==> src/pkg/xsl_pkg.sv <==
// Package with layout constants and carrier types for the extended state save sequencer
package xsl_pkg;

  // Component numbers
  localparam logic [3:0] COMP_BOUNDS_REGISTER_COMPONENT  = 4'h3;
  localparam logic [3:0] COMP_BOUNDS_CONTROL_COMPONENT  = 4'h4;
  localparam logic [3:0] COMP_MASK    = 4'h5;
  localparam logic [3:0] COMP_UPHALF  = 4'h6;
  localparam logic [3:0] COMP_UP16    = 4'h7;
  localparam logic [3:0] COMP_TRACE   = 4'h8;
  localparam logic [3:0] COMP_PKEY    = 4'h9;

  // Enable field positions
  localparam int FM_BND_LO   = 3;
  localparam int FM_BND_HI   = 4;
  localparam int FM_WV_LO    = 5;
  localparam int FM_WV_HI    = 7;
  localparam int SS_TRACE    = 8;
  localparam int FM_PKEY     = 9;
  localparam int TRACE_EN_BIT = 0;

  // Word counts per component, 64-bit words; eight bits so that 128 fits
  localparam logic [7:0] WORDS_BOUNDS_REGISTER_COMPONENT = 8'h08;
  localparam logic [7:0] WORDS_BOUNDS_CONTROL_COMPONENT = 8'h02;
  localparam logic [7:0] WORDS_MASK   = 8'h08;
  localparam logic [7:0] WORDS_UPHALF = 8'h40;
  localparam logic [7:0] WORDS_UPH32  = 8'h20;
  localparam logic [7:0] WORDS_UP16   = 8'h80;
  localparam logic [7:0] WORDS_TRACE  = 8'h09;
  localparam logic [7:0] WORDS_TRACE_AREA = 8'h10;
  localparam logic [7:0] WORDS_PKEY   = 8'h01;
  localparam logic [31:0] PKEY_MASK_LO = 32'hFFFFFFFF;

  // Reset values
  localparam logic [63:0] RESET_WORD  = 64'h0000000000000000;

  typedef enum logic [2:0] {
    XSL_IDLE  = 3'b000,
    XSL_PICK  = 3'b001,
    XSL_XFER  = 3'b010,
    XSL_WAIT  = 3'b011,
    XSL_FAULT = 3'b100,
    XSL_DONE  = 3'b101
  } xsl_state_type;

  // Instruction request
  typedef struct packed {
    logic        restore;
    logic        supervisor;
    logic        long_mode;
    logic [63:0] feature_mask;
    logic [63:0] sup_mask;
    logic [9:0]  req_mask;
  } xsl_req_type;

  // Save-area word access
  typedef struct packed {
    logic        valid;
    logic        write;
    logic [3:0]  comp;
    logic [6:0]  word;
    logic [63:0] data;
    logic [31:0] rights;
  } xsl_mem_type;

endpackage

==> src/hw/xsl_seq.sv <==
// Save and restore sequencer for extended state components 3 to 9
`timescale 1ns/100ps
// How it works
// - Bound registers: four 128-bit entries, two words each, at 16i.
// - Bounds config in bytes 7:0, bounds status in bytes 15:8.
// - Bounds components act only with save enable and feature bits 4:3 set.
// - Bounds instructions usable only when enable and both bounds bits set.
// - Eight 64-bit mask registers at bytes 8i+7:8i.
// - Upper halves: vector i upper 256 bits at bytes 32i+31:32i.
// - Outside long mode only upper halves 0 to 7 are saved or restored.
// - Upper sixteen vectors: vector i at bytes 64(i-16).
// - Upper sixteen vectors accessed only in long mode.
// - Vector components act only with save enable and bits 7:5 set.
// - Vector instructions usable only when enable and all three bits set.
// - Trace is supervisor component 8, nine 8-byte MSRs, control first.
// - Trace bytes from 72 reserved; supervisor save writes zeroes there.
// - Trace acts only with save enable and supervisor mask bit 8.
// - Save clears trace enable after control MSR, before other trace words.
// - Fault or VM exit during save restores original trace enable.
// - Restore with trace enable set faults before any trace state change.
// - Restore faults occur before trace enable is modified.
// - Protection key is user component 9, 32-bit register in bytes 3:0.
// - Protection key acts only with save enable and feature bit 9.
// - Restore access checks use rights held before the instruction.
module xsl_seq (
  // Clock and reset
  input  wire logic               clk_i,
  input  wire logic               resetn_i,
  // Control and enables
  input  wire logic               os_save_enable_bit_i,
  input  wire logic               start_i,
  input  wire xsl_pkg::xsl_req_type req_i,
  input  wire logic               abort_i,
  input  wire logic [31:0]        rights_now_i,
  input  wire logic               trace_enable_bit_i,
  // Save-area memory port
  output xsl_pkg::xsl_mem_type    mem_o,
  input  wire logic               mem_ready_i,
  input  wire logic [63:0]        mem_rdata_i,
  // State access
  output logic [3:0]              st_comp_o,
  output logic [6:0]              st_word_o,
  output logic                    st_load_o,
  output logic [63:0]             st_wdata_o,
  input  wire logic [63:0]        st_rdata_i,
  // Trace enable control
  output logic                    trace_en_wr_o,
  output logic                    trace_en_val_o,
  // Status
  output logic                    busy_o,
  output logic                    done_o,
  output logic                    gp_fault_o,
  output logic                    bounds_usable_o,
  output logic                    vector_usable_o
);

  typedef struct packed {
    xsl_pkg::xsl_state_type st;
    logic [9:0]             en;
    logic [3:0]             comp;
    logic [6:0]             word;
    logic [6:0]             last;
    logic                   restore;
    logic                   sup;
    logic                   trace_orig;
    logic                   trace_cleared;
    logic [31:0]            rights;
    xsl_pkg::xsl_mem_type   mem;
    logic [3:0]             st_comp;
    logic [6:0]             st_word;
    logic                   st_load;
    logic [63:0]            st_wdata;
    logic                   tr_wr;
    logic                   tr_val;
    logic                   done;
    logic                   gp;
  } xsl_regs_type;

  xsl_regs_type r_q;
  xsl_regs_type r_d;

  // Number of words a component spans; upper halves reduced outside long mode
  function automatic logic [7:0] comp_words(input logic [3:0] c, input logic lm, input logic rst);
    logic [7:0] n;
    n = 8'h00;
    unique case (c)
      xsl_pkg::COMP_BOUNDS_REGISTER_COMPONENT: n = xsl_pkg::WORDS_BOUNDS_REGISTER_COMPONENT;
      xsl_pkg::COMP_BOUNDS_CONTROL_COMPONENT: n = xsl_pkg::WORDS_BOUNDS_CONTROL_COMPONENT;
      xsl_pkg::COMP_MASK:   n = xsl_pkg::WORDS_MASK;
      xsl_pkg::COMP_UPHALF: n = lm ? xsl_pkg::WORDS_UPHALF : xsl_pkg::WORDS_UPH32;
      xsl_pkg::COMP_UP16:   n = xsl_pkg::WORDS_UP16;
      xsl_pkg::COMP_TRACE:  n = rst ? xsl_pkg::WORDS_TRACE : xsl_pkg::WORDS_TRACE_AREA;
      xsl_pkg::COMP_PKEY:   n = xsl_pkg::WORDS_PKEY;
      default:              n = 8'h00;
    endcase
    return n;
  endfunction

  // Next enabled component above c, zero when none
  function automatic logic [3:0] next_comp(input logic [9:0] en, input logic [3:0] c);
    logic [3:0] f;
    f = 4'h0;
    for (int k = 9; k >= 3; k--) begin
      if (en[k] && (4'(k) > c)) begin
        f = 4'(k);
      end
    end
    return f;
  endfunction

  logic [63:0] fm;
  logic        bnd_ok;
  logic        wv_ok;
  logic [9:0]  en_now;

  assign fm     = req_i.feature_mask;
  assign bnd_ok = os_save_enable_bit_i && (&fm[xsl_pkg::FM_BND_HI:xsl_pkg::FM_BND_LO]);
  assign wv_ok  = os_save_enable_bit_i && (&fm[xsl_pkg::FM_WV_HI:xsl_pkg::FM_WV_LO]);

  always_comb begin
    en_now = 10'h000;
    en_now[xsl_pkg::COMP_BOUNDS_REGISTER_COMPONENT] = bnd_ok && req_i.req_mask[xsl_pkg::COMP_BOUNDS_REGISTER_COMPONENT];
    en_now[xsl_pkg::COMP_BOUNDS_CONTROL_COMPONENT] = bnd_ok && req_i.req_mask[xsl_pkg::COMP_BOUNDS_CONTROL_COMPONENT];
    en_now[xsl_pkg::COMP_MASK]   = wv_ok && req_i.req_mask[xsl_pkg::COMP_MASK];
    en_now[xsl_pkg::COMP_UPHALF] = wv_ok && req_i.req_mask[xsl_pkg::COMP_UPHALF];
    en_now[xsl_pkg::COMP_UP16]   = wv_ok && req_i.long_mode && req_i.req_mask[xsl_pkg::COMP_UP16];
    en_now[xsl_pkg::COMP_TRACE]  = os_save_enable_bit_i && req_i.supervisor &&
                                   req_i.sup_mask[xsl_pkg::SS_TRACE] &&
                                   req_i.req_mask[xsl_pkg::COMP_TRACE];
    en_now[xsl_pkg::COMP_PKEY]   = os_save_enable_bit_i && fm[xsl_pkg::FM_PKEY] &&
                                   req_i.req_mask[xsl_pkg::COMP_PKEY];
  end

  always_comb begin
    r_d         = r_q;
    r_d.done    = 1'b0;
    r_d.gp      = 1'b0;
    r_d.tr_wr   = 1'b0;
    r_d.st_load = 1'b0;
    unique case (r_q.st)
      xsl_pkg::XSL_IDLE: begin
        r_d.mem.valid = 1'b0;
        if (start_i) begin
          r_d.en         = en_now;
          r_d.restore    = req_i.restore;
          r_d.sup        = req_i.supervisor;
          r_d.trace_orig = trace_enable_bit_i;
          r_d.trace_cleared = 1'b0;
          r_d.rights     = rights_now_i;
          r_d.comp       = 4'h0;
          r_d.st         = xsl_pkg::XSL_PICK;
          // Checked before any word moves so no trace state is touched
          if (req_i.restore && en_now[xsl_pkg::COMP_TRACE] && trace_enable_bit_i) begin
            r_d.st = xsl_pkg::XSL_FAULT;
          end
        end
      end
      xsl_pkg::XSL_PICK: begin
        r_d.comp = next_comp(r_q.en, r_q.comp);
        r_d.word = 7'h00;
        r_d.last = 7'(comp_words(next_comp(r_q.en, r_q.comp), req_i.long_mode, r_q.restore) - 8'h01);
        // Point state access at word 0 so the first saved word reads its own data
        r_d.st_comp = next_comp(r_q.en, r_q.comp);
        r_d.st_word = 7'h00;
        r_d.st   = (next_comp(r_q.en, r_q.comp) == 4'h0) ? xsl_pkg::XSL_DONE : xsl_pkg::XSL_XFER;
      end
      xsl_pkg::XSL_XFER: begin
        // Word index inside the section encodes the byte layout directly
        r_d.mem.valid  = 1'b1;
        r_d.mem.write  = !r_q.restore;
        r_d.mem.comp   = r_q.comp;
        r_d.mem.word   = r_q.word;
        r_d.mem.rights = r_q.rights;
        r_d.mem.data   = st_rdata_i;
        if (r_q.comp == xsl_pkg::COMP_TRACE && r_q.word >= xsl_pkg::WORDS_TRACE) begin
          r_d.mem.data = xsl_pkg::RESET_WORD;
        end
        if (r_q.comp == xsl_pkg::COMP_PKEY) begin
          r_d.mem.data = {32'h00000000, st_rdata_i[31:0] & xsl_pkg::PKEY_MASK_LO};
        end
        r_d.st = xsl_pkg::XSL_WAIT;
      end
      xsl_pkg::XSL_WAIT: begin
        if (abort_i) begin
          r_d.mem.valid = 1'b0;
          r_d.st        = xsl_pkg::XSL_FAULT;
        end else if (mem_ready_i) begin
          r_d.mem.valid = 1'b0;
          if (r_q.restore) begin
            r_d.st_load  = 1'b1;
            r_d.st_wdata = mem_rdata_i;
          end
          if (!r_q.restore && r_q.comp == xsl_pkg::COMP_TRACE && r_q.word == 7'h00) begin
            r_d.tr_wr  = 1'b1;
            r_d.tr_val = 1'b0;
            r_d.trace_cleared = 1'b1;
          end
          r_d.word = r_q.word + 7'h01;
          r_d.st   = (r_q.word == r_q.last) ? xsl_pkg::XSL_PICK : xsl_pkg::XSL_XFER;
        end
      end
      xsl_pkg::XSL_FAULT: begin
        // Restores never change trace enable, so only saves need the undo
        if (!r_q.restore && r_q.trace_cleared) begin
          r_d.tr_wr  = 1'b1;
          r_d.tr_val = r_q.trace_orig;
        end
        r_d.gp = 1'b1;
        r_d.st = xsl_pkg::XSL_IDLE;
      end
      xsl_pkg::XSL_DONE: begin
        r_d.done = 1'b1;
        r_d.st   = xsl_pkg::XSL_IDLE;
      end
      default: r_d.st = xsl_pkg::XSL_IDLE;
    endcase
    // Restore loads the accepted word; save moves on so the next XFER reads its own word
    if (r_q.st == xsl_pkg::XSL_WAIT && mem_ready_i && !abort_i) begin
      r_d.st_comp = r_q.comp;
      r_d.st_word = r_q.restore ? r_q.word : r_q.word + 7'h01;
    end
  end

  always_ff @(posedge clk_i or negedge resetn_i) begin
    if (!resetn_i) begin
      r_q <= '0;
    end else begin
      r_q <= r_d;
    end
  end

  assign mem_o           = r_q.mem;
  assign st_comp_o       = r_q.st_comp;
  assign st_word_o       = r_q.st_word;
  assign st_load_o       = r_q.st_load;
  assign st_wdata_o      = r_q.st_wdata;
  assign trace_en_wr_o   = r_q.tr_wr;
  assign trace_en_val_o  = r_q.tr_val;
  assign busy_o          = (r_q.st != xsl_pkg::XSL_IDLE);
  assign done_o          = r_q.done;
  assign gp_fault_o      = r_q.gp;
  assign bounds_usable_o = bnd_ok;
  assign vector_usable_o = wv_ok;

  a_trace_first_clear: assert property (@(posedge clk_i) disable iff (!resetn_i)
    r_q.tr_wr && !r_q.tr_val && !r_q.restore && r_q.st != xsl_pkg::XSL_IDLE |->
    r_q.comp == xsl_pkg::COMP_TRACE && r_q.word == 7'h01 && !mem_o.valid)
    else $error("trace enable cleared at wrong word");
  a_restore_gp_early: assert property (@(posedge clk_i) disable iff (!resetn_i)
    r_q.st == xsl_pkg::XSL_IDLE && start_i && req_i.restore && en_now[xsl_pkg::COMP_TRACE] &&
    trace_enable_bit_i |=> r_q.st == xsl_pkg::XSL_FAULT ##1 gp_fault_o && !st_load_o)
    else $error("restore with trace on did not fault cleanly");
  a_restore_no_trace: assert property (@(posedge clk_i) disable iff (!resetn_i)
    r_q.restore |-> !trace_en_wr_o)
    else $error("restore touched trace enable");
  a_save_undo: assert property (@(posedge clk_i) disable iff (!resetn_i)
    r_q.st == xsl_pkg::XSL_FAULT && !r_q.restore && r_q.trace_cleared |=>
    trace_en_wr_o && trace_en_val_o == $past(r_q.trace_orig))
    else $error("trace enable not put back");
  a_reserved_zero: assert property (@(posedge clk_i) disable iff (!resetn_i)
    mem_o.valid && mem_o.write && mem_o.comp == xsl_pkg::COMP_TRACE && mem_o.word >= xsl_pkg::WORDS_TRACE
    |-> mem_o.data == xsl_pkg::RESET_WORD)
    else $error("reserved trace bytes not zero");
  a_up16_long: assert property (@(posedge clk_i) disable iff (!resetn_i)
    mem_o.valid && mem_o.comp == xsl_pkg::COMP_UP16 |-> r_q.en[xsl_pkg::COMP_UP16] && req_i.long_mode)
    else $error("upper sixteen vectors accessed while disabled");
  a_uphalf_short: assert property (@(posedge clk_i) disable iff (!resetn_i)
    mem_o.valid && mem_o.comp == xsl_pkg::COMP_UPHALF && !req_i.long_mode |-> mem_o.word < xsl_pkg::WORDS_UPH32)
    else $error("upper half beyond byte 255 outside long mode");
  a_rights_held: assert property (@(posedge clk_i) disable iff (!resetn_i)
    mem_o.valid |-> mem_o.rights == r_q.rights && $stable(r_q.rights))
    else $error("access rights changed mid instruction");
  a_skip_disabled: assert property (@(posedge clk_i) disable iff (!resetn_i)
    mem_o.valid |-> r_q.en[mem_o.comp])
    else $error("disabled component touched");

endmodule

==> config.mk <==
export PLATFORM = sky130hd
export DESIGN_NAME = xsl_seq
export DESIGN_NICKNAME = d
export VERILOG_FILES = /design/src/pkg/xsl_pkg.sv /design/src/hw/xsl_seq.sv
export SDC_FILE = /design/constraint.sdc
export NUM_CORES = 1
export LEC_CHECK = 0
export BUFFER_PORTS_ARGS = -buffer_cell sky130_fd_sc_hd__clkbuf_2
export CAP_MARGIN = 30
export CORE_AREA = 4 4 194 196
export CTS_CLUSTER_DIAMETER = 120
export DETAILED_ROUTE_END_ITERATION = 10
export DIE_AREA = 0 0 198 200
export GPL_TIMING_DRIVEN = 0
export SLEW_MARGIN = 20
export SYNTH_ARGS = -nofsm -noshare
export SYNTH_HDL_FRONTEND = slang
export SYNTH_SLANG_ARGS = --single-unit
==> constraint.sdc <==
create_clock -name clk_i -period 5.4 [get_ports clk_i]
set_input_delay 0.27 -clock clk_i [delete_from_list [all_inputs] [get_ports clk_i]]
set_output_delay 0.27 -clock clk_i [all_outputs]
set_load 0.005 [all_outputs]
Word level (Yosys, flattened, before mapping):

Index checks and enable logic that the tools add are counted.

* register bits after elaboration: 252
* output and inout bits: 192
* ROM bits: 0
* latch bits: 0
* memories: 0
* input bits: 308
* bits in writable memories: 0

* add/sub/neg operators: 2
* magnitude comparators: 8
* bitwise operators: 1
* mux-type cells: 45
* $mul: 0
* shift operators: 0
* equal/unequal tests: 21
* reductions and logical operators: 51
* div/mod/pow operators: 0

Operators with widths (number)
* two-way mux 67 bit: 2
* two-way mux 65 bit: 2
* two-way mux 64 bit: 2
* one-hot mux 7 bit (6 select lines): 1
* two-way mux 7 bit: 5
* two-way mux 33 bit: 1
* two-way mux 4 bit: 8
* logical AND 1 bit: 28
* two-way mux 11 bit: 2
* two-way mux 17 bit: 1
* == test 4 x 3 -> 1 bit, second input constant: 4
* == test 4 bit, second input constant: 4
* greater-than comparator 3 x 4 -> 1 bit, first input constant: 4
* one-hot mux 7 bit (2 select lines): 1
* two-way mux 3 bit: 4
* one-hot mux 3 bit (4 select lines): 1
* != test 2 bit, second input constant: 5
* AND reduction 2 bit: 5
* AND reduction 5 bit: 2
* nonzero test 2 bit: 5
* greater-than comparator 4 bit, first input constant: 2
* one-hot mux 4 bit (2 select lines): 1
* adder 7 x 1 -> 7 bit, second input constant: 1
* == test 7 bit: 1
* 23 further kinds: 36

Logic depth before layout (Yosys ltp):

Gate-level depths: netlist (run 1).

* depth after elaboration: 15
* gate-level depth with buffers: 11
* mapped depth without buffers: 10

Worst setup path after synthesis (run 1):

No wires, ideal clock.

* path kind: register to register
* start point: reg r_q[241] in the netlist's numbering
* end point: reg r_q[229] in the netlist's numbering
* period minus slack after synthesis: 2.700 ns
* setup slack: 2.700 ns
* library setup time: 0.065 ns
* buffers on the path: 1
* data arrival time: 2.635 ns
* cell stages (with the launch flop): 12
* required time: 5.335 ns
* path through: dfrtp_1 -> buf_2 -> nand2_1 -> o211ai_1 -> o21ai_0 -> nor3_2 -> nand2_1 -> ha_1 -> ha_1 -> or4b_1 -> mux2_4 -> nand2_2

* word-level cells in the longest chain between the ends: 15
* elaborated cells between the ends (all ways): 33
* classes of those cells: add/sub (1); order compare (7); eq/ne (7); mux (10); reduce/logical (8)

RTL lines
* from (decl): line xsl_seq.sv:79 `xsl_regs_type r_q;`
* from (signal assigned): line xsl_seq.sv:228 `r_q <= r_d;`
* greater-than comparator 4 bit: line xsl_seq.sv:104 `if (en[k] && (4'(k) > c)) begin`
* logical AND 1 bit: line xsl_seq.sv:104
* two-way mux 4 bit (6 in series): line xsl_seq.sv:104
* two-way mux 4 bit *: line xsl_seq.sv:104
* two-way mux 4 bit *: line xsl_seq.sv:140 `unique case (r_q.st)`
* == test 4 x 3 -> 1 bit or == test 4 x 2 -> 1 bit (tied branches): line xsl_seq.sv:86 `unique case (c)`
* OR reduction 2 bit (no line)
* one-hot mux 7 bit (6 select lines) *: line xsl_seq.sv:86
* two-way mux 7 bit *: line xsl_seq.sv:140
* subtractor 7 x 1 -> 7 bit *: line xsl_seq.sv:161 `r_d.last = 7'(comp_words(next_comp(r_q.en, r_q.comp), req_i.long_mode, r_q.restore) - 8'h01);`

Every way passes the cells marked *; elsewhere a longest branch is shown, timed or not. The select of a mux whose other input is x is not followed.
A chain may end at the register's enable or synchronous reset.

Worst setup path after layout (run 1):

Ends and elaborated chain as after synthesis.

==> results of run 1 <==
==> cell usage after synthesis, drive strengths merged (6+ instances only) <==
master    n
o21ai    38
o31ai     6
clkbuf   32
mux2    106
xnor2     8
nand2   149
a21oi    11
a22o     67
dfrtp   252
inv      12
nand3    15
nor2     20
buf     203
==> flip-flops by register name, indices dropped and copies added (netlist names) <==
signal and cells:
st_wdata_o 64, gp_fault_o 1, done_o 1, st_word_o 7, trace_en_wr_o 1, mem_o 109
r_q 63, st_load_o 1, st_comp_o 4, trace_en_val_o 1
==> placed cells by master, fill, tap and decap left out, types with 5 or more instances in the layout <==
cell | Yosys | layout
sky130_fd_sc_hd__bufinv_16 | 0 | 6
sky130_fd_sc_hd__ha_1 | 5 | 5
sky130_fd_sc_hd__nand2_1 | 148 | 148
sky130_fd_sc_hd__xor2_1 | 5 | 5
sky130_fd_sc_hd__buf_1 | 5 | 5
sky130_fd_sc_hd__xnor2_1 | 8 | 8
sky130_fd_sc_hd__a21oi_1 | 10 | 10
sky130_fd_sc_hd__inv_1 | 12 | 12
sky130_fd_sc_hd__clkbuf_1 | 32 | 36
sky130_fd_sc_hd__o31ai_1 | 6 | 6
sky130_fd_sc_hd__dfrtp_1 | 252 | 252
sky130_fd_sc_hd__nand3_1 | 15 | 15
sky130_fd_sc_hd__nor2_1 | 20 | 20
sky130_fd_sc_hd__clkinv_2 | 0 | 5
sky130_fd_sc_hd__buf_4 | 186 | 186
sky130_fd_sc_hd__a22o_1 | 67 | 67
sky130_fd_sc_hd__o21ai_0 | 36 | 36
sky130_fd_sc_hd__mux2_1 | 49 | 49
sky130_fd_sc_hd__dlygate4sd3_1 | 0 | 168
sky130_fd_sc_hd__clkbuf_16 | 0 | 29
sky130_fd_sc_hd__clkbuf_2 | 0 | 374
sky130_fd_sc_hd__mux2_2 | 56 | 56
sky130_fd_sc_hd__buf_6 | 5 | 5
sky130_fd_sc_hd__buf_2 | 7 | 7
==> final cells by class <==
class	instances	area share [%]
tap	468	3.51
buffer	235	9.75
clock inverter	14	1.38
clock buffer	36	4.69
timing repair buffer	545	21.7
inverter	12	0.270
antenna	1	0.0150
sequential	252	37.8
multi-input combinational	496	20.9
==> logic make-up (layout without fill, tap and decap cells) <==
group / after synthesis / after routing / share of synthesized area (%)
other: 0 / 1 / 0
xor gates and xnor gates: 13 / 13 / 0.993
buffers and inverters: 247 / 842 / 14.6
DFF: 252 / 252 / 55.0
and+or+nand+nor: 225 / 225 / 8.79
muxes: 107 / 107 / 10.5
adders and majority gates: 5 / 5 / 0.546
AOI/OAI and AO/OA: 146 / 146 / 9.53
==> worst register-to-register path: cells and delay by family (launching register included) <==
family | cells | cell delay (ps)
adders and majority gates | 2 | 480
and+or+nand+nor | 5 | 1220
AOI/OAI and AO/OA | 2 | 490
DFF | 1 | 430
muxes | 1 | 280
buffers and inverters | 1 | 270
==> metrics by stage <==
stage | utilization, % | area [um^2] | setup slack [ps] | hold slack (ps)
floorplan | - | 11500 | 2700 | -25.6
global placement | 38.6 | 13900 | -1340 | 455
detailed placement | 38.8 | 14000 | 2210 | 367
CTS | 46.2 | 16700 | 2190 | 16.1
global route | 46.2 | 16700 | 1970 | 74.5
finish | 46.2 | 16700 | 2180 | 53.8
==> layer usage <==
metal | vias to the layer above | track usage [%] | routed length, um | share of wire [%]
met5 | - | 0 | 13 | 0.039
met4 | 2 | 5.94 | 1280 | 3.8
met3 | 72 | 3.68 | 2530 | 7.5
met2 | 339 | 28.4 | 16400 | 49
met1 | 4449 | 19.7 | 13400 | 40
li1 | 4367 | - | - | -
==> how the worst max path moves through the flow <==
stage	from	end	slack, ps	depth (start not counted)
floorplan	r_q[241]	r_q[229]	2700	11
global placement	resetn_i	mem_o[4]	-1340	1
detailed placement	r_q[241]	r_q[229]	2210	11
CTS	r_q[241]	r_q[229]	2190	11
global route	r_q[241]	r_q[229]	1970	11
finish	r_q[241]	r_q[229]	2180	11
==> power groups by stage <==
stage                     combinational, uW  sequential, uW  clock [uW]
final                                  3010            2930        2080
after global routing                   3310            3010        2220
after CTS                              3040            2920        2160
after detailed placement               2920            2950           0
after global placement                 2880            2920           0
after floorplan                        1920            2830           0
==> flow_summary.yaml, run 1 <==
run_status:
  run_status: "completed"
layout:
  p_r_area_growth_vs_syn_pct: 45.6
  drive_above_1_share_pct: 43.3
  fin_cells: 2059
  footprint_of_the_flip_flops_and_latches_um2: 6310
  filler_cell_count: 3281
  fin_nets: 1884
  multiInputGateArea_um2: 3480
setup_path:
  cp_cell_sequence: "buf_2, nand2_1, o211ai_1, o21ai_0, nor3_2, nand2_1, ha_1, ha_1, or4b_1, mux2_4, nand2_2"
  r2r_cells: 11
  timing.rr.start: "r_q[241]"
  timing.critical_path.max_delay_family: "simple AND/OR/NAND/NOR gates"
  cp.buffers_inverters: 1
  critPathLaunchType: "register"
  cp.arrival_ps: 3710
  worstSetupPathType: "reg2reg"
  cp-end-kind: "register"
  timing.critical_path.fanout_max: 10
  worst_path_largest_cell_delay_ps: 470
  timing.critical_path.required_ps: 5890
  crit_path_top_delay_cell: "sky130_fd_sc_hd__or4b_1"
  reg2reg_to: "r_q[229]"
  regToRegSetupSlack_ps: 2180
pwr:
  static_leakage_uw: 0.00885
  sequentialPowerShare_pct: 36.5
  power_frac_clock_pct: 25.9
  netSwitchingPower_uw: 2480
  cellInternalPower_uw: 5530
  max_rail_drop_vdd_uv: 294
  p_per_area_nw_per_um2: 480
  total_power_uw: 8010
  netSwitchingFraction_pct: 30.9
  power.combinational.fraction_pct: 37.5
timing:
  tns_ps: 0
  slew_violations: 0
  maxClockFrequency_mhz: 311
  report.final.hold_viol_count: 0
  grt_setup_unrepaired: "false"
  max_slew_margin_pct: 48.9
  skew_ps: 11.9
  tightestPinTransition_ps: 766
  post-route-min-period_ps: 3220
  min_period_over_period_pct: 59.6
  setup_viol: 0
clocking:
  cts_setup_buffers: 0
  cts_repair_resize_count: 0
  cts_tree: "done"
  cts_bufs_inserted: 29
  htreeDepth: 1
  clockBufferDepth: 3
  insertion_delay_ps: 550
  root_buffer: "sky130_fd_sc_hd__clkbuf_16"
  cts-hold-fix-buffers: 168
  cts.sink_count: 252
  clkTransAtPathRegs_ps: 60
worst_hold_path:
  worst_min_delay_path_startpoint: "req_i[139]"
  worstHoldPathCells: 3
  holdPathEnd: "r_q[251]"
  timing.hold.worst.class: "in2reg"
logic_synthesis:
  synth-main-ff-cell: "sky130_fd_sc_hd__dfrtp_1"
  synth_top_cell_by_area: "sky130_fd_sc_hd__dfrtp_1"
  synth_edf_count: 0
  synth_top_cells_by_area: "sky130_fd_sc_hd__dfrtp_1, sky130_fd_sc_hd__buf_4, sky130_fd_sc_hd__mux2_2"
  seq_area_frac_synth_pct: 55.0
  postSynthRegisterBits: 252
  syn-mean-instance-area_um2: 11.5
  postSynthCellCount: 995
  synth_fp_nets: 1308
  post_synth_instance_area_um2: 11500
  synthArstFlopShare_pct: 100
  yosys_warnings: 0
  synth_top_area_share_pct: 55.0
  synthDistinctLibCells: 61
global_route:
  grt_max_degree: 88
  gr-usage-all-layers_pct: 16.2
  globalRouteOverflowTotal: 0
  grt_first_pass_wirelength_mm: 52.1
  antenna_found_initial: 2
  grt_pass1_vias: 9543
route:
  vias_per_cell: 4.48
  drt_pass1_iterations: 4
  routed_wl_mm: 33.7
  detail_route.iter0.violations: 195
  detailroute.via_count: 9229
  routed_wire_length_per_instance_um: 16.4
  antenna_viol_nets_final: 0
  residual_drc_count: 0
floorplanning:
  floorplan.initialDensity_pct: 31.8
  ioPinCount: 500
  die_height_um: 200
  coreArea_um2: 36100
  die_area_um2: 39600
  die_w_um: 198
  rows: 70
flow_run:
  drv.max_cap_violation_count: 0
place:
  gpl.final_weighted_congestion: 0.827
  portBuffers: 375
  dp_cells: 1840
  place_hpwl_mm: 23.7
No activity file was read; power rests on OpenSTA's default activity.
==> inputs of run 2 (changes only) <==
--- a/config.mk
+++ b/config.mk
@@ -7,10 +7,10 @@
 export LEC_CHECK = 0
 export BUFFER_PORTS_ARGS = -buffer_cell sky130_fd_sc_hd__clkbuf_2
 export CAP_MARGIN = 30
-export CORE_AREA = 4 4 194 196
+export CORE_AREA = 4 4 195 197
 export CTS_CLUSTER_DIAMETER = 120
 export DETAILED_ROUTE_END_ITERATION = 10
-export DIE_AREA = 0 0 198 200
+export DIE_AREA = 0 0 199 201
 export GPL_TIMING_DRIVEN = 0
 export SLEW_MARGIN = 20
 export SYNTH_ARGS = -nofsm -noshare
==> constraint.sdc (replaced) <==
create_clock -name clk_i -period 2.9 [get_ports clk_i]
set_input_delay 0.145 -clock clk_i [delete_from_list [all_inputs] [get_ports clk_i]]
set_output_delay 0.145 -clock clk_i [all_outputs]
set_load 0.005 [all_outputs]
==> run 2 against run 1 <==
  * Worst hold slack improved by 4.0 ps
  * Critical path depth unchanged
  * Sequential cell count stayed put
  * Global-route usage is 0.11 points lower
  * Setup slack got worse by 2100 ps
  * Core utilization up 0.49 points
  * Non-clock buffer count is 14 higher
  * Power up 91%
  * Cell area grew 1.5%
  * Fmax grew 16%
  * Routed wire length is 0.61% lower
  * Highest routed layer is now met4
  * Largest power group unchanged
==> flow_summary.yaml, run 2 (synthesized netlist as in run 1, its figures left out) <==
route:
  routed_wl_mm: 33.5
  residual_drc_count: 0
  antenna_viol_nets_final: 0
  met3RoutedLength_mm: 2.60
  routed_wire_length_per_instance_um: 16.1
  detailroute.via_count: 9228
  detail_route.iter0.violations: 349
  route.met2.wl_mm: 16.5
  top_layer: "met4"
  wirelength_met1_mm: 13.5
  drt_pass1_iterations: 5
  vias_per_cell: 4.44
layout:
  mostFrequentLayoutCells: "sky130_fd_sc_hd__clkbuf_2, sky130_fd_sc_hd__dfrtp_1, sky130_fd_sc_hd__buf_4"
  filler_cell_count: 3285
  fin_nets: 1899
  p_r_area_growth_vs_syn_pct: 47.8
  drive_above_1_share_pct: 44.1
  mostFrequentLayoutCell: "sky130_fd_sc_hd__clkbuf_2"
  flip_flop_count_of_the_largest_register_all_copies_and_words_added: 109
floorplanning:
  die_area_um2: 40000
  die_w_um: 199
  ioPinCount: 500
  rows: 70
  floorplan.initialDensity_pct: 31.6
  die_height_um: 201
  coreArea_um2: 36300
setup_path:
  cp.buffers_inverters: 1
  setup.worst_path.end: "r_q[229]"
  cp_common_cell: "sky130_fd_sc_hd__nand2_1"
  worstSetupPathType: "reg2reg"
  worst_path_largest_cell_delay_ps: 460
  critPathLaunchType: "register"
  worst-path-stages: 11
  crit_path_top_delay_cell: "sky130_fd_sc_hd__or4b_1"
  cp.arrival_ps: 3270
  r2r_cells: 11
  timing.critical_path.fanout_max: 10
  timing.critical_path.max_delay_family: "simple AND/OR/NAND/NOR gates"
  crit_path_start: "r_q[241]"
  reg2reg_to: "r_q[229]"
  cp_cell_sequence: "buf_4, nand2_1, o211ai_1, o21ai_2, nor3_2, nand2_1, ha_2, ha_1, or4b_1, mux2_4, nand2_2"
  regToRegSetupSlack_ps: 130
  timing.critical_path.required_ps: 3400
  cp-end-kind: "register"
  timing.rr.start: "r_q[241]"
pwr:
  total_power_uw: 15300
  static_leakage_uw: 0.00895
  p_per_area_nw_per_um2: 903
  max_rail_drop_vdd_uv: 561
place:
  portBuffers: 375
  gpl.final_weighted_congestion: 0.804
  place_hpwl_mm: 23.7
timing:
  slew_violations: 0
  report.final.hold_viol_count: 0
  maxClockFrequency_mhz: 361
  setup_viol: 0
  grt_setup_unrepaired: "false"
  hold-worst-slack_ps: 57.8
  skew_ps: 10.5
  tightestPinTransition_ps: 851
  min_period_over_period_pct: 95.6
  max_slew_margin_pct: 43.3
  post-route-min-period_ps: 2770
clocking:
  htreeDepth: 1
  insertion_delay_ps: 560
  cts_bufs_inserted: 30
  root_buffer: "sky130_fd_sc_hd__clkbuf_16"
  clkTransAtPathRegs_ps: 60
  clockBufferDepth: 3
  cts.sink_count: 252
  cts_tree: "done"
run_status:
  run_status: "completed"
global_route:
  grt_pass1_vias: 9719
  grt_max_degree: 91
  antenna_found_initial: 2
  grt_first_pass_wirelength_mm: 52.6
  globalRouteOverflowTotal: 0
  gr-usage-all-layers_pct: 16.1
flow_run:
  drv.max_cap_violation_count: 0
worst_hold_path:
  timing.hold.worst.class: "in2reg"
[run 2: cell count changes in the layout (fill, tap and decap cells not counted), sizes merged]
cell | before | now
clkinv | 6 | 8
clkinvlp | 1 | 4
dlygate4sd3 | 168 | 175
clkbuf | 443 | 442
diode | 1 | 2
bufinv | 6 | 7
buf | 205 | 212
[run 2: worst min-delay path by stage]
stage / cells after the start / slack [ps] / start / end
final: 4 / 60 / req_i[138] / r_q[231]
after global routing: 4 / 50 / req_i[138] / r_q[231]
after CTS: 4 / 20 / req_i[138] / r_q[231]
after detailed placement: 1 / 240 / resetn_i / mem_o[90]
after global placement: 3 / 340 / rights_now_i[14] / r_q[203]
after floorplan: 0 / -150 / resetn_i / done_o
[run 2: worst register-to-register path: cells and delay by family (launching register included)]
| family | cells | cell delay (ps) |
|---|---|---|
| flops | 1 | 410 |
| buf+inv | 1 | 200 |
| compound gates | 2 | 440 |
| simple gates | 5 | 950 |
| mux | 1 | 270 |
| fa+ha+maj | 2 | 440 |
[run 2: area by class of cell]
cell class / instances / area, um^2 / share of cell area [%]
diodes: 2 / 5.00 / 0.0295
plain buffers: 235 / 1640 / 9.65
clock buffers: 35 / 821 / 4.84
clock inverters: 20 / 289 / 1.71
inverters: 12 / 45.0 / 0.266
multi-input cells: 496 / 3510 / 20.7
flip-flops and latches: 252 / 6310 / 37.2
well taps: 468 / 586 / 3.46
repair buffers: 559 / 3740 / 22.1
[run 2: metrics by stage]
step	cell area, um^2	TNS (ps)	std cells	utilization (%)	setup slack (ps)
final	16900	0	2079	46.7	128
after global routing	16900	0	2079	46.7	7.92
after CTS	16900	0	2074	46.6	3.77
after detailed placement	14000	-227	1840	38.6	-227
after global placement	13900	-938910	1838	38.4	-3780
after floorplan	11500	0	995	-	200
[run 2: repair_timing]
action | in CTS | in global routing
gates cloned | 0 | 0
pin swaps | 3 | 3
hold buffers | 175 | 0
hold endpoints to repair | 248 | 0
buffers inserted | 4 | 3
endpoints found under the setup margin | 1 | 1
gates resized for setup | 4 | 10
[run 2: power by group]
group	leakage (uW)	internal (uW)	switching, uW
Clock	0.000540	2640	1530
Combinational	0.00516	3200	2490
Sequential	0.00326	4750	698
[run 2: per-layer routing]
| layer | vias up | global-route usage (%) |
|---|---|---|
| li1 | 4399 | - |
| met1 | 4456 | 19.6 |
| met2 | 318 | 28.5 |
| met3 | 55 | 4.26 |
| met4 | 0 | 3.88 |
| met5 | - | 0 |
==> inputs of run 3 (changes only) <==
--- a/config.mk
+++ b/config.mk
@@ -7,11 +7,14 @@
 export LEC_CHECK = 0
 export BUFFER_PORTS_ARGS = -buffer_cell sky130_fd_sc_hd__clkbuf_2
 export CAP_MARGIN = 30
-export CORE_AREA = 4 4 195 197
+export CELL_PAD_IN_SITES_DETAIL_PLACEMENT = 0
+export CELL_PAD_IN_SITES_GLOBAL_PLACEMENT = 1
+export CORE_MARGIN = 4
+export CORE_UTILIZATION = 33
 export CTS_CLUSTER_DIAMETER = 120
 export DETAILED_ROUTE_END_ITERATION = 10
-export DIE_AREA = 0 0 199 201
 export GPL_TIMING_DRIVEN = 0
+export PLACE_DENSITY_LB_ADDON = 0.1
 export SLEW_MARGIN = 20
 export SYNTH_ARGS = -nofsm -noshare
 export SYNTH_HDL_FRONTEND = slang
==> run 3 against run 2 <==
  * Critical path depth is the same
  * Routed wire length shrank 0.77%
  * Clock power fell by 16%
  * Fmax decreased by 0.80%
  * Via count decreased by 2.1%
  * Sequential cell count unchanged
  * Largest power group unchanged
==> flow_summary.yaml, run 3 (synthesized netlist as in run 1, its figures left out) <==
clocking:
  clockBufferDepth: 3
  cts.sink_count: 252
  cts_bufs_inserted: 29
  insertion_delay_ps: 550
  cts_tree: "done"
  root_buffer: "sky130_fd_sc_hd__clkbuf_16"
  clkTransAtPathRegs_ps: 60
  htreeDepth: 1
floorplanning:
  coreArea_um2: 33900
  floorplan.initialDensity_pct: 33.8
  die_w_um: 194
  die_area_um2: 37800
  die_height_um: 194
  rows: 67
  ioPinCount: 500
route:
  antenna_viol_nets_final: 0
  drt_pass1_iterations: 4
  detail_route.iter0.violations: 239
  detailroute.via_count: 9037
  routed_wire_length_per_instance_um: 16.2
  routed_wl_mm: 33.2
  vias_per_cell: 4.41
  residual_drc_count: 0
layout:
  drive_above_1_share_pct: 43.7
  fin_nets: 1897
  p_r_area_growth_vs_syn_pct: 45.9
  mostFrequentLayoutCells: "sky130_fd_sc_hd__clkbuf_2, sky130_fd_sc_hd__dfrtp_1, sky130_fd_sc_hd__buf_4"
  mostFrequentLayoutCell: "sky130_fd_sc_hd__clkbuf_2"
  flip_flop_count_of_the_largest_register_all_copies_and_words_added: 109
  filler_cell_count: 3246
run_status:
  run_status: "completed"
place:
  place_hpwl_mm: 24.1
  place_ws_ps: -292
  portBuffers: 375
  gpl.final_weighted_congestion: 0.790
setup_path:
  cp.arrival_ps: 3280
  cp.buffers_inverters: 1
  cp-end-kind: "register"
  timing.critical_path.max_delay_family: "simple AND/OR/NAND/NOR gates"
  critPathLaunchType: "register"
  crit_path_top_delay_cell: "sky130_fd_sc_hd__or4b_1"
  worst_path_largest_cell_delay_ps: 470
  timing.critical_path.fanout_max: 10
  timing.critical_path.required_ps: 3380
  cp_cell_sequence: "buf_4, or3b_1, a21oi_2, nor3_2, nor2_1, nand3_1, ha_2, ha_1, or4b_1, mux2_4, nand2_2"
  worstSetupPathType: "reg2reg"
pwr:
  static_leakage_uw: 0.00887
  p_per_area_nw_per_um2: 875
  max_rail_drop_vdd_uv: 459
  total_power_uw: 14600
timing:
  post-route-min-period_ps: 2790
  setup_viol: 0
  tightestPinTransition_ps: 801
  maxClockFrequency_mhz: 358
  max_slew_margin_pct: 46.6
  skew_ps: 9.08
  report.final.hold_viol_count: 0
  tns_ps: 0
  hold-worst-slack_ps: 53.0
  slew_violations: 0
  min_period_over_period_pct: 96.4
  fin_ws_ps: 106
global_route:
  grt_first_pass_wirelength_mm: 53.9
  globalRouteOverflowTotal: 0
  grt_max_degree: 85
  antenna_found_initial: 2
  gr-usage-all-layers_pct: 17.3
  grt_pass1_vias: 9518
flow_run:
  drv.max_cap_violation_count: 0
worst_hold_path:
  timing.hold.worst.class: "in2reg"
==> run 3: changes by cell type in the layout (fill, tap and decap cells not counted), sizes merged <==
cell,before,now
bufinv,7,1
clkbuf,442,446
clkinvlp,4,0
buf,212,211
diode,2,1
inv,13,12
==> run 3: tightest hold or removal path, cell delays in order <==
cell                       delay [ps]
sky130_fd_sc_hd__clkbuf_2          80
sky130_fd_sc_hd__and3_1           200
sky130_fd_sc_hd__nand3_1           90
sky130_fd_sc_hd__nand2_1           50
==> run 3: area by class of cell <==
| cell class | count | area, um^2 | area share [%] |
|---|---|---|---|
| multi-input cells | 496 | 3510 | 21.0 |
| repair buffers | 558 | 3760 | 22.5 |
| clock inverters | 9 | 73.8 | 0.442 |
| clock buffers | 39 | 823 | 4.92 |
| inverters | 12 | 45.0 | 0.269 |
| plain buffers | 235 | 1640 | 9.78 |
| diodes | 1 | 2.50 | 0.0150 |
| flip-flops and latches | 252 | 6310 | 37.7 |
| well taps | 448 | 561 | 3.35 |
==> run 3: layer usage <==
layer / part of all wire [%] / global-route usage (%)
met1: 44 / 23.5
met2: 47 / 28.1
met3: 6.1 / 3.95
met4: 2.4 / 4.56
met5: 0.039 / 0
==> run 3: worst paths after layout <==
check | from | endpoint | slack [ps] | cells past startpoint
max | r_q[239] | r_q[229] | 110 | 11
min | req_i[78] | r_q[246] | 50 | 4
max reg2reg | r_q[239] | r_q[229] | 110 | 11
min reg2reg | r_q[209] | r_q[209] | 470 | 2
max in group asynchronous | resetn_i | st_wdata_o[63] | 1870 | 3
min in group asynchronous | resetn_i | mem_o[54] | 180 | 2
==> run 3: what timing repair did <==
item	in CTS	in global routing
endpoints found under the setup margin	1	1
pin swaps	3	2
hold buffers	175	0
gates resized for setup	5	9
endpoints found under the hold margin	234	0
setup buffers	4	1
==> run 3: stage by stage <==
step                      instance area [um^2]  std cells  utilization, %
final                                    16700       2050            49.4
after floorplan                          11500        995               -
after detailed placement                 14000       1821            41.3
after global placement                   13900       1818            41.0
after CTS                                16700       2048            49.3
after global routing                     16700       2050            49.4
==> run 3: report_power, final <==
part	switching, uW	internal, uW
sequential	679	4750
clock	1440	2050
combinational	2510	3200
